--- config.mk ---
export PLATFORM = sky130hd
export DESIGN_NAME = wsm_monitor
export DESIGN_NICKNAME = d
export VERILOG_FILES = /design/src/hw/wsm_pkg.sv /design/src/hw/wsm_monitor.sv
export SDC_FILE = /design/constraint.sdc
export NUM_CORES = 1
export LEC_CHECK = 0
export ABC_AREA = 1
export BUFFER_PORTS_ARGS = -buffer_cell sky130_fd_sc_hd__buf_2
export CAP_MARGIN = 10
export CORE_MARGIN = 2
export CORE_UTILIZATION = 30
export DETAILED_ROUTE_END_ITERATION = 10
export SKIP_CTS_REPAIR_TIMING = 1
export SLEW_MARGIN = 20
export SYNTH_ARGS = -nofsm -noshare
export SYNTH_HDL_FRONTEND = slang
export SYNTH_SLANG_ARGS = --single-unit
--- constraint.sdc ---
create_clock -name clk_in -period 11.1 [get_ports clk_in]
set_input_delay 0.555 -clock clk_in [delete_from_list [all_inputs] [get_ports clk_in]]
set_output_delay 0.555 -clock clk_in [all_outputs]
set_load 0.01 [all_outputs]
--- src/hw/wsm_pkg.sv ---
// constants, register layouts and helper functions of the wind speed threshold monitor
package wsm_pkg;

	// ---------------------------------------------------------------
	// timing
	// ---------------------------------------------------------------
	localparam int unsigned CLK_HZ       = 25_000_000;
	localparam int unsigned TICK_S       = 1;
	localparam int unsigned TICK_CYC     = CLK_HZ * TICK_S;
	localparam logic [3:0]  SEND_DELAY_S = 4'hA;
	localparam logic [3:0]  CYC_UNIT_S   = 4'hA;
	localparam logic [6:0]  CYC_MAX      = 7'h78;

	// ---------------------------------------------------------------
	// value scaling, all speeds in 0.01 m/s
	// ---------------------------------------------------------------
	localparam logic [15:0] SPAN_LO    = 16'h0064;
	localparam logic [15:0] SPAN_HI    = 16'h0BB8;
	localparam logic [15:0] EXT8_SCALE = 16'h0064;

	// ---------------------------------------------------------------
	// register map and codes
	// ---------------------------------------------------------------
	localparam logic [7:0]  ADR_CFG   = 8'h00;
	localparam logic [7:0]  ADR_CYC   = 8'h04;
	localparam logic [7:0]  ADR_STAT  = 8'h08;
	localparam logic [7:0]  ADR_LEVEL = 8'h0C;
	localparam logic [31:0] CFG_RST   = 32'h0000_0000;
	localparam logic [31:0] CYC_RST   = 32'h0000_0000;
	localparam logic [1:0]  MODE_NONE = 2'h0;
	localparam logic [1:0]  EXT_NO    = 2'h0;
	localparam logic [1:0]  EXT_16    = 2'h1;
	localparam logic [1:0]  EXT_8     = 2'h2;
	localparam logic [1:0]  EXT_TEACH = 2'h3;

	typedef struct packed {
		logic [5:0] rsv;
		logic       soc;
		logic [3:0] off_dly;
		logic [3:0] on_dly;
		logic [1:0] ext;
		logic [3:0] act;
		logic [2:0] hyst;
		logic [3:0] lvl;
		logic [1:0] step;
		logic [1:0] mode;
	} wsm_cfg_t;

	typedef struct packed {
		logic [16:0] rsv;
		logic [6:0]  thr_cyc;
		logic        rsv2;
		logic [6:0]  meas_cyc;
	} wsm_cyc_t;

	typedef struct packed {
		logic        ack;
		logic [31:0] dat;
		wsm_cfg_t    cfg;
		wsm_cyc_t    cyc;
		logic [24:0] div;
		logic        tick;
		logic [3:0]  sec;
		logic        dec;
		logic [15:0] meas;
		logic [15:0] last;
		logic        chg_pend;
		logic [3:0]  chg_tmr;
		logic [6:0]  mcyc_cnt;
		logic        meas_send;
		logic [15:0] frame;
		logic        ext_ok;
		logic [15:0] ext_val;
		logic        raw;
		logic        flag;
		logic        dly_run;
		logic [11:0] dly_tmr;
		logic [6:0]  tcyc_cnt;
		logic        thr_send;
	} wsm_state_t;

	// ---------------------------------------------------------------
	// lookup functions
	// ---------------------------------------------------------------
	function automatic logic [15:0] wsm_level(input logic [3:0] i);
		case (i)
			4'h0:    return 16'h0064;
			4'h1:    return 16'h012C;
			4'h2:    return 16'h01F4;
			4'h3:    return 16'h0320;
			4'h4:    return 16'h03E8;
			4'h5:    return 16'h04B0;
			4'h6:    return 16'h05DC;
			4'h7:    return 16'h07D0;
			4'h8:    return 16'h0898;
			4'h9:    return 16'h09C4;
			4'hA:    return 16'h0BB8;
			default: return 16'h0DAC;
		endcase
	endfunction

	function automatic logic [15:0] wsm_hyst(input logic [2:0] i);
		case (i)
			3'h1:    return 16'h0064;
			3'h2:    return 16'h012C;
			3'h3:    return 16'h01F4;
			3'h4:    return 16'h0320;
			3'h5:    return 16'h03E8;
			default: return 16'h0000;
		endcase
	endfunction

	function automatic logic [15:0] wsm_step(input logic [1:0] i);
		case (i)
			2'h0:    return 16'h000F;
			2'h1:    return 16'h001E;
			2'h2:    return 16'h005A;
			default: return 16'h012C;
		endcase
	endfunction

	function automatic logic [11:0] wsm_delay(input logic [3:0] i);
		case (i)
			4'h1:    return 12'h001;
			4'h2:    return 12'h003;
			4'h3:    return 12'h005;
			4'h4:    return 12'h00A;
			4'h5:    return 12'h00F;
			4'h6:    return 12'h01E;
			4'h7:    return 12'h03C;
			4'h8:    return 12'h0B4;
			4'h9:    return 12'h12C;
			4'hA:    return 12'h258;
			4'hB:    return 12'h384;
			4'hC:    return 12'h708;
			4'hD:    return 12'hE10;
			default: return 12'h000;
		endcase
	endfunction

endpackage

--- src/hw/wsm_monitor.sv ---
// wind speed reporting and threshold monitor with a classic wishbone register slave
`timescale 1ns/1ps
`default_nettype none

module wsm_monitor
	import wsm_pkg::*;
#(
	parameter int unsigned TICK_CYCLES = TICK_CYC
) (
	input  wire logic        clk_in,
	input  wire logic        rst_in,
	input  wire logic        wb_cyc_in,
	input  wire logic        wb_stb_in,
	input  wire logic        wb_we_in,
	input  wire logic [7:0]  wb_adr_in,
	input  wire logic [3:0]  wb_sel_in,
	input  wire logic [31:0] wb_dat_in,
	output logic      [31:0] wb_dat_out,
	output logic             wb_ack_out,
	input  wire logic        meas_valid_in,
	input  wire logic [15:0] meas_in,
	input  wire logic        ext16_valid_in,
	input  wire logic [15:0] ext16_in,
	input  wire logic        ext8_valid_in,
	input  wire logic [7:0]  ext8_in,
	input  wire logic        teach_in,
	output logic             meas_send_out,
	output logic      [15:0] meas_frame_out,
	output logic             thr_send_out,
	output logic             thr_flag_out
);

	// ---------------------------------------------------------------
	// helpers
	// ---------------------------------------------------------------
	function automatic logic [31:0] merge_sel(input logic [31:0] old_v,
		input logic [31:0] new_v, input logic [3:0] sel);
		logic [31:0] r;
		r = old_v;
		for (int b = 0; b < 4; b++) begin
			if (sel[b]) begin
				r[b*8 +: 8] = new_v[b*8 +: 8];
			end
		end
		return r;
	endfunction

	// two-byte float: mantissa times 0.01, exponent shifts until it fits 11 bits
	function automatic logic [15:0] float_enc(input logic [15:0] v);
		logic [15:0] m;
		logic [3:0]  e;
		m = v;
		e = 4'h0;
		for (int i = 0; i < 5; i++) begin
			if (m > 16'h07FF) begin
				m = m >> 1;
				e = e + 4'h1;
			end
		end
		return {1'b0, e, m[10:0]};
	endfunction

	function automatic logic [15:0] clamp_span(input logic [15:0] v);
		if (v < SPAN_LO) begin
			return SPAN_LO;
		end else if (v > SPAN_HI) begin
			return SPAN_HI;
		end
		return v;
	endfunction

	function automatic logic [6:0] cyc_lim(input logic [6:0] c);
		return (c > CYC_MAX) ? CYC_MAX : c;
	endfunction

	wsm_state_t s_r;
	wsm_state_t s_nxt;

	logic        bus_req;
	logic        wr_fire;
	logic        dl_fire;
	logic        thr_on;
	logic        rising;
	logic [15:0] level;
	logic [15:0] hyst;
	logic [16:0] lo_lvl;
	logic [16:0] hi_lvl;
	logic        a_val;
	logic        a_none;
	logic        b_val;
	logic        b_none;
	logic        want;
	logic        quiet;
	logic [11:0] dly_tgt;
	logic [15:0] diff;
	logic        chg_go;
	logic        cyc_go;

	// ---------------------------------------------------------------
	// combinational decode
	// ---------------------------------------------------------------
	always_comb begin
		bus_req = wb_cyc_in && wb_stb_in;
		// a write lands on the edge where the master sees ack
		wr_fire = bus_req && wb_we_in && s_r.ack;
		dl_fire = wr_fire && (wb_adr_in == ADR_CFG);
		thr_on  = (s_r.cfg.mode != MODE_NONE);
		rising  = !s_r.cfg.act[1];
		level   = (s_r.ext_ok && s_r.cfg.ext != EXT_NO) ? s_r.ext_val
			: wsm_level(s_r.cfg.lvl);
		hyst    = wsm_hyst(s_r.cfg.hyst);
		lo_lvl  = (level > hyst) ? {1'b0, level - hyst} : 17'h00000;
		hi_lvl  = {1'b0, level} + {1'b0, hyst};
		// action codes: 0..3 both send, 4..7 second silent, 8..11 first silent
		a_val   = !s_r.cfg.act[0];
		a_none  = s_r.cfg.act[3];
		b_val   = s_r.cfg.act[0];
		b_none  = (s_r.cfg.act[3:2] == 2'h1);
		want    = s_r.raw ? a_val : b_val;
		quiet   = s_r.raw ? a_none : b_none;
		dly_tgt = want ? wsm_delay(s_r.cfg.on_dly) : wsm_delay(s_r.cfg.off_dly);
		diff    = (s_r.meas > s_r.last) ? s_r.meas - s_r.last : s_r.last - s_r.meas;
		chg_go  = s_r.chg_pend && s_r.tick && (s_r.chg_tmr == SEND_DELAY_S - 4'h1);
		cyc_go  = s_r.dec && (cyc_lim(s_r.cyc.meas_cyc) != 7'h00)
			&& (s_r.mcyc_cnt + 7'h01 >= cyc_lim(s_r.cyc.meas_cyc));
	end

	// ---------------------------------------------------------------
	// next state
	// ---------------------------------------------------------------
	always_comb begin
		s_nxt           = s_r;
		s_nxt.meas_send = 1'b0;
		s_nxt.thr_send  = 1'b0;
		s_nxt.tick      = 1'b0;
		s_nxt.dec       = 1'b0;

		// bus slave: ack one cycle after the request, dropped the cycle after
		s_nxt.ack = bus_req && !s_r.ack;
		if (bus_req && !s_r.ack) begin
			case (wb_adr_in)
				ADR_CFG:   s_nxt.dat = s_r.cfg;
				ADR_CYC:   s_nxt.dat = s_r.cyc;
				ADR_STAT:  s_nxt.dat = {11'h000, s_r.chg_pend, s_r.dly_run,
					s_r.ext_ok, s_r.raw, s_r.flag, s_r.meas};
				ADR_LEVEL: s_nxt.dat = {16'h0000, level};
				default:   s_nxt.dat = 32'h0000_0000;
			endcase
		end
		if (wr_fire && wb_adr_in == ADR_CFG) begin
			s_nxt.cfg = merge_sel(s_r.cfg, wb_dat_in, wb_sel_in);
		end
		if (wr_fire && wb_adr_in == ADR_CYC) begin
			s_nxt.cyc = merge_sel(s_r.cyc, wb_dat_in, wb_sel_in);
		end

		// one second tick and ten second unit
		if (s_r.div == 25'(TICK_CYCLES - 1)) begin
			s_nxt.div  = 25'h0000000;
			s_nxt.tick = 1'b1;
			s_nxt.sec  = (s_r.sec == CYC_UNIT_S - 4'h1) ? 4'h0 : s_r.sec + 4'h1;
			s_nxt.dec  = (s_r.sec == CYC_UNIT_S - 4'h1);
		end else begin
			s_nxt.div = s_r.div + 25'h0000001;
		end

		if (meas_valid_in) begin
			s_nxt.meas = clamp_span(meas_in);
		end

		// change-driven value send behind a fixed delay
		if (!s_r.chg_pend && diff >= wsm_step(s_r.cfg.step)) begin
			s_nxt.chg_pend = 1'b1;
			s_nxt.chg_tmr  = 4'h0;
		end else if (s_r.chg_pend && s_r.tick) begin
			s_nxt.chg_tmr = s_r.chg_tmr + 4'h1;
		end
		if (chg_go) begin
			s_nxt.chg_pend = 1'b0;
			s_nxt.last     = s_r.meas;
		end
		// cyclic value send has its own counter and leaves the change path alone
		if (cyc_lim(s_r.cyc.meas_cyc) == 7'h00) begin
			s_nxt.mcyc_cnt = 7'h00;
		end else if (s_r.dec) begin
			s_nxt.mcyc_cnt = cyc_go ? 7'h00 : s_r.mcyc_cnt + 7'h01;
		end
		if (chg_go || cyc_go) begin
			s_nxt.meas_send = 1'b1;
			s_nxt.frame     = float_enc(s_r.meas);
		end

		// external threshold; a download forces the configured level back unless an external value or teach arrives in the same cycle
		if (dl_fire) begin
			s_nxt.ext_ok = 1'b0;
		end
		if (s_r.cfg.ext == EXT_16 && ext16_valid_in) begin
			s_nxt.ext_ok  = 1'b1;
			s_nxt.ext_val = ext16_in;
		end
		if (s_r.cfg.ext == EXT_8 && ext8_valid_in) begin
			s_nxt.ext_ok  = 1'b1;
			s_nxt.ext_val = 16'({8'h00, ext8_in} * EXT8_SCALE);
		end
		if (s_r.cfg.ext == EXT_TEACH && teach_in) begin
			s_nxt.ext_ok  = 1'b1;
			s_nxt.ext_val = s_r.meas;
		end

		// comparator; between the two levels the state is kept
		if (thr_on && rising) begin
			if ({1'b0, s_r.meas} > {1'b0, level}) begin
				s_nxt.raw = 1'b1;
			end else if ({1'b0, s_r.meas} < lo_lvl) begin
				s_nxt.raw = 1'b0;
			end
		end else if (thr_on) begin
			if (s_r.meas < level) begin
				s_nxt.raw = 1'b1;
			end else if ({1'b0, s_r.meas} > hi_lvl) begin
				s_nxt.raw = 1'b0;
			end
		end

		// delayed acceptance; a reversal before expiry cancels the timer
		if (!thr_on || quiet || want == s_r.flag) begin
			s_nxt.dly_run = 1'b0;
		end else if (dly_tgt == 12'h000
			|| (s_r.dly_run && s_r.tick && s_r.dly_tmr + 12'h001 >= dly_tgt)) begin
			s_nxt.flag     = want;
			s_nxt.dly_run  = 1'b0;
			s_nxt.thr_send = s_r.cfg.soc;
		end else if (!s_r.dly_run) begin
			s_nxt.dly_run = 1'b1;
			s_nxt.dly_tmr = 12'h000;
		end else if (s_r.tick) begin
			s_nxt.dly_tmr = s_r.dly_tmr + 12'h001;
		end

		// cyclic flag send repeats the accepted flag, not the raw state
		if (cyc_lim(s_r.cyc.thr_cyc) == 7'h00) begin
			s_nxt.tcyc_cnt = 7'h00;
		end else if (s_r.dec) begin
			if (s_r.tcyc_cnt + 7'h01 >= cyc_lim(s_r.cyc.thr_cyc)) begin
				s_nxt.tcyc_cnt = 7'h00;
				if (thr_on && !quiet) begin
					s_nxt.thr_send = 1'b1;
				end
			end else begin
				s_nxt.tcyc_cnt = s_r.tcyc_cnt + 7'h01;
			end
		end
	end

	// ---------------------------------------------------------------
	// state register
	// ---------------------------------------------------------------
	always_ff @(posedge clk_in or posedge rst_in) begin
		if (rst_in) begin
			s_r      <= '0;
			s_r.cfg  <= CFG_RST;
			s_r.cyc  <= CYC_RST;
			s_r.meas <= SPAN_LO;
			s_r.last <= SPAN_LO;
		end else begin
			s_r <= s_nxt;
		end
	end

	assign wb_ack_out     = s_r.ack;
	assign wb_dat_out     = s_r.dat;
	assign meas_send_out  = s_r.meas_send;
	assign meas_frame_out = s_r.frame;
	assign thr_send_out   = s_r.thr_send;
	assign thr_flag_out   = s_r.flag;
endmodule

`default_nettype wire

# Word-level counts from Yosys, hierarchy flattened
# Memory sizes are Yosys's and may differ from the RTL's.
# Index checks and enable logic that the tools add are counted.
[totals]
register_bits = 228
rom_bits = 544
in_bits = 93
word_cells = 222
n_memories = 3
[classes]
add_sub_neg = 14
n_mul = 1
n_lt_le_gt_ge = 19
n_eq_ne = 20
muxes = 68
bitwise_logic = 2
n_reduce_logical = 56
[mem_list]
columns = ["memory", "depth", "word_bits", "rd", "rd_clocked_by_memory_dff", "wr", "line", "rtl"]
rows = [
  ["(no name shown)", 16, 12, 1, 0, 0, "wsm_pkg.sv:123", "case (i)"],
  ["(no name shown)", 16, 12, 1, 0, 0, "wsm_pkg.sv:123", ""],
  ["(no name shown)", 16, 10, 1, 0, 0, "wsm_pkg.sv:86", "case (i)"],
]
[ops]
columns = ["operator", "count"]
rows = [
  ["2-to-1 mux 16 bit", 14],
  ["case mux 32 bit (4 select lines)", 1],
  ["greater-than comparator 16 x 11 -> 1 bit (second input constant)", 5],
  ["2-to-1 mux 17 bit", 4],
  ["case mux 10 bit (5 select lines)", 1],
  ["2-to-1 mux 7 bit", 7],
  ["greater-than comparator 16 bit", 3],
  ["subtractor 16 bit", 3],
  ["2-to-1 mux 4 bit", 11],
  ["2-to-1 mux 12 bit", 3],
  ["less-than comparator 16 bit", 2],
  ["case mux 9 bit (3 select lines)", 1],
  ["adder 25 x 1 -> 25 bit (second input constant)", 1],
  ["== test 25 bit (second input constant)", 1],
  ["2-to-1 mux 25 bit", 1],
  ["adder 4 x 1 -> 4 bit (second input constant)", 6],
  ["2-to-1 mux 1 bit", 22],
  ["logical AND 1 bit", 19],
  ["AND reduction 2 bit", 9],
  ["adder 16 x 16 -> 17 bit", 1],
  ["greater-than comparator 16 x 17 -> 1 bit", 1],
  ["== test 8 x 4 -> 1 bit (second input constant)", 2],
  [">= comparator 16 bit", 1],
  ["greater-than comparator 16 x 12 -> 1 bit (second input constant)", 1],
  ["other kinds (32)", 60],
]

# Depth between registers and ports, before layout
[logic_depth]
word_depth = 19
mapped_depth = 36

# Worst setup path after synthesis
# OpenSTA, ideal clock, no wires.
[synth_timing]
path_kind = "register to register"
from = "register s_r[168] (netlist bit)"
to = "register s_r[22] (netlist bit)"
setup_time_ps = 117
t_arrival_ps = 3947
required_time_ps = 10983
slack_ps = 7036
stages_incl_launch_ff = 34
synth_period_minus_slack_ps = 4064
path_cell_list = "dfrtp_1 inv_1 ha_1 inv_1 nand2_1 nand2_1 nor2_1 inv_1 a22oi_1 inv_1 ha_1 buf_2 inv_1 o31ai_1 nand2_1 o21ai_0 nand2_1 nand2_1 nand2_1 nand2_1 nand2_1 nand2_1 nor2_1 a21boi_0 o21ai_0 ha_1 a21oi_1 nor2_1 a2111oi_0 nand2_1 nand2_1 nand2_1 nand2_1 nand2_1"
[synth_via]
elab_chain_cells = 7
[synth_lines]
columns = ["item", "line", "rtl"]
rows = [
  ["start, declared", "wsm_monitor.sv:76", "wsm_state_t s_r;"],
  ["start signal, assigned", "wsm_monitor.sv:266", "s_r <= s_nxt;"],
  ["memory (16 x 10 bit) *", "--", ""],
  ["2-to-1 mux 16 bit *", "wsm_monitor.sv:109", "level = (s_r.ext_ok && s_r.cfg.ext != EXT_NO) ? s_r.ext_val"],
  ["subtractor 16 bit or greater-than comparator 16 bit (tied branches)", "wsm_monitor.sv:112", "lo_lvl = (level > hyst) ? {1'b0, level - hyst} : 17'h00000;"],
  ["2-to-1 mux 16 bit", "wsm_monitor.sv:112", ""],
  ["less-than comparator 16 bit", "wsm_monitor.sv:214", "end else if ({1'b0, s_r.meas} < lo_lvl) begin"],
  ["inequality test 3 x 1 -> 1 bit (no line)", "--", ""],
  ["AND reduction 3 bit (no line)", "--", ""],
]
# Every way passes the cells marked *; elsewhere a longest branch is shown, timed or not. The select of a mux whose other input is x is not followed.
# A chain may end at the register's enable or synchronous reset.

# Worst setup path after layout
[layout_timing]
from = "register s_r[180] (netlist bit)"
to = "register s_r[22] (netlist bit)"
[layout_via]
elab_chain_cells = 8
[layout_lines]
columns = ["item", "line"]
rows = [
  ["nonzero test 2 bit *", "wsm_monitor.sv:109"],
  ["logical AND 1 bit *", "wsm_monitor.sv:109"],
  ["2-to-1 mux 16 bit *", "wsm_monitor.sv:109"],
  ["subtractor 16 bit or greater-than comparator 16 bit (tied branches)", "wsm_monitor.sv:112"],
  ["2-to-1 mux 16 bit", "wsm_monitor.sv:112"],
  ["less-than comparator 16 bit", "wsm_monitor.sv:214"],
  ["inequality test 3 x 1 -> 1 bit (no line)", "--"],
  ["AND reduction 3 bit (no line)", "--"],
]
# Marks and branches as above.

==> metrics.txt <==
status complete, no violations; initial antenna violation count 0; Slew Limit Fails 0; Synth area leaders dfrtp_1 (31%), ha_1 (13%), nand2_1 (13%), inv_1 (6.8%), o21ai_0 (4.7%); largest net degree at the start of global routing 100; cell area after synthesis 17,700 sq um; count leader, synth nand2_1; CTS buffer count 27; power per cell area 112 nW/um^2; worst clock skew 16.2 ps; final setup fails 0; Detailed Routing Iterations Pass 1 5; Max clock buf depth 3; die height 247 microns; Die ar. ~61,000 sq um; # fillers 6,405; R2R cell count 28; Synth Register Bits 228; RR Endpoint s_r[22]; Die W roughly 250 microns; Worst slew margin 37.9%; global-route wire length before repair 85,000 microns; Final Hold Viols 0; RSZ-0062 raised after global routing no; I/O pins 145; Min Clock Period, post-route 4910 ps; Clock Root Buffer clkbuf_16; crit-path max FO 11; largest area contributor in the netlist dfrtp_1; area share of the largest cell type after synthesis 31.3%; Syn Inst Count 2,418; final wirelength roughly 53,000 microns; vias in the first global route 15.4k; Clock Latency Late Sink between 500 and 600 ps; slowest stage delay, CP 560 ps; Fmax 204 MHz; Critical Path RT 11,570 ps; Warnings, synthesis 0; worst slew pin tran 932 ps; core area about 60,000 sq um; peak supply drop 0.105 mV; Post-synth EDFFs 0; Initial Util 30.2%; DR vias/cell slightly below 5; Critical Path Sink Type flop; Synth Flop Type dfrtp_1; area delta synth->final 11.8%; number of diodes 0; kind of critical path flop to flop; Post-Syn Nets 2,707; TritonCTS clock tree built; port buffer count 143; number of max-cap violations 0; Cell Rows 89; Synth cell types 61; startpoint types flop; final period utilization 44.2%; Routed Antenna Nets 0; synth cell count leaders nand2_1 (597), inv_1 (321), dfrtp_1 (222); Hold Crit Class input pin to asynchronous set/reset pin; setup_tns 0 ps; CP arrival roughly 5400 ps; Clock transition at path regs 60 ps; Via Count roughly 16k; Worst path most repeated cell nand2_1; Placer Congestion approximately 0.9; share of layout cells above drive strength 1 10.6%; Worst R2R Setup Slack 6190 ps; hold slack between 90 and 100 ps; total power 0.00223 W; Syn Area/Cell 7.34 sq um; wire length per cell between 15 and 20 microns; Leakage 10.2 nW; CTS sink count 228; initial DRC count 1,160; nets 2,778; CTS H-Tree Depth 1; remaining global-route overflow 0; DRC 0; Seq/Total Area, Yosys approximately a third; r2r startpoint s_r[180]; GRT Util Overall between 10% and 20%; fraction of registers with async set/reset 100%; critical path's slowest cell nor2_1; Detail Placement HPWL 41,200 microns
cells by family (layout without fill, tap and decap cells):
family / after synthesis / in the layout / synth area share, %
AOI/OAI and AO/OA: 463 / 463 / 14.8
xor gates and xnor gates: 60 / 60 / 2.96
adders and majority gates: 196 / 196 / 14.1
buffers and inverters: 441 / 533 / 10.7
DFF: 228 / 228 / 32.2
muxes: 13 / 13 / 0.818
other: 1 / 1 / 0.0211
and+or+nand+nor: 1016 / 1016 / 24.4
flip-flops by register name (all words and copies together) (netlist names):
register        count
meas_send_out       1
b_val               1
wb_ack_out          1
s_r               175
meas_frame_out     15
wb_dat_out         32
thr_flag_out        1
a_none              1
thr_send_out        1
report_power, final:
part / switching, W / internal [W]
Clock: 0.000378 / 0.000594
Combinational: 0.000257 / 0.000133
Sequential: 0.0000202 / 0.000845
Total: 0.000656 / 0.00157
worst max-delay path: cells and delay by family (launching register included):
family | cells | cell delay [ps]
AND/OR/NAND/NOR | 17 | 1820
AO/OA/AOI/OAI | 7 | 1550
adder cells (fa/ha/maj) | 2 | 750
flip-flops | 1 | 430
buffers and inverters | 2 | 240
metrics by stage:
step | setup WS (ps) | instances | instance area (sq um) | util, %
5_1_grt | 5520 | 3283 | 19800 | 33.7
3_5_place_dp | 6300 | 3233 | 18900 | 32.1
4_1_cts | 6280 | 3283 | 19800 | 33.7
2_1_floorplan | 4310 | 2418 | 17700 | -
6_report | 6190 | 3283 | 19800 | 33.7
3_3_place_gp | 6400 | 3233 | 18900 | 32.1
worst max-delay path by stage:
stage          depth (start not counted)  endpoint  slack (ps)     start
6_report                              28   s_r[22]        6190  s_r[180]
5_1_grt                               28   s_r[22]        5520  s_r[180]
4_1_cts                               28   s_r[22]        6280  s_r[180]
3_5_place_dp                          28   s_r[22]        6300  s_r[180]
3_3_place_gp                          28   s_r[22]        6400  s_r[180]
2_1_floorplan                          1    a_none        4310    rst_in
per-layer routing:
metal / global-route usage [%] / routed length (microns) / up-vias
met5: 0 / 0 / -
met4: 4.37 / 1240 / 0
met3: 2.31 / 2860 / 70
met2: 28.1 / 23700 / 403
met1: 24.5 / 25200 / 7533
li1: - / - / 8101
final cells by class:
type,instances,area [sq um],share of cell area [%]
Sequential cell,228,5710,28.8
Timing Repair Buffer,153,791,3.99
Clock buffer,37,753,3.80
Clock inverter,13,213,1.07
Multi-Input combinational cell,1749,10200,51.2
Tap cell,773,967,4.88
Inverter,330,1250,6.29
layout by cell type, fill, tap and decap left out, drive strengths merged, types with 13 or more instances in the layout:
| cell type | synthesis | final |
|---|---|---|
| o21ai | 205 | 205 |
| ha | 189 | 189 |
| a21oi | 136 | 136 |
| buf | 71 | 153 |
| nand4 | 29 | 29 |
| nor3 | 28 | 28 |
| o211ai | 23 | 23 |
| o2111ai | 13 | 13 |
| o22ai | 39 | 39 |
| xor2 | 56 | 56 |
| nand2 | 605 | 605 |
| clkbuf | 40 | 37 |
| inv | 330 | 332 |
| nor2 | 167 | 167 |
| nor4 | 18 | 18 |
| dfrtp | 222 | 222 |
| or2 | 14 | 14 |
| nand3 | 145 | 145 |
Power figures use the tool's default switching activity.
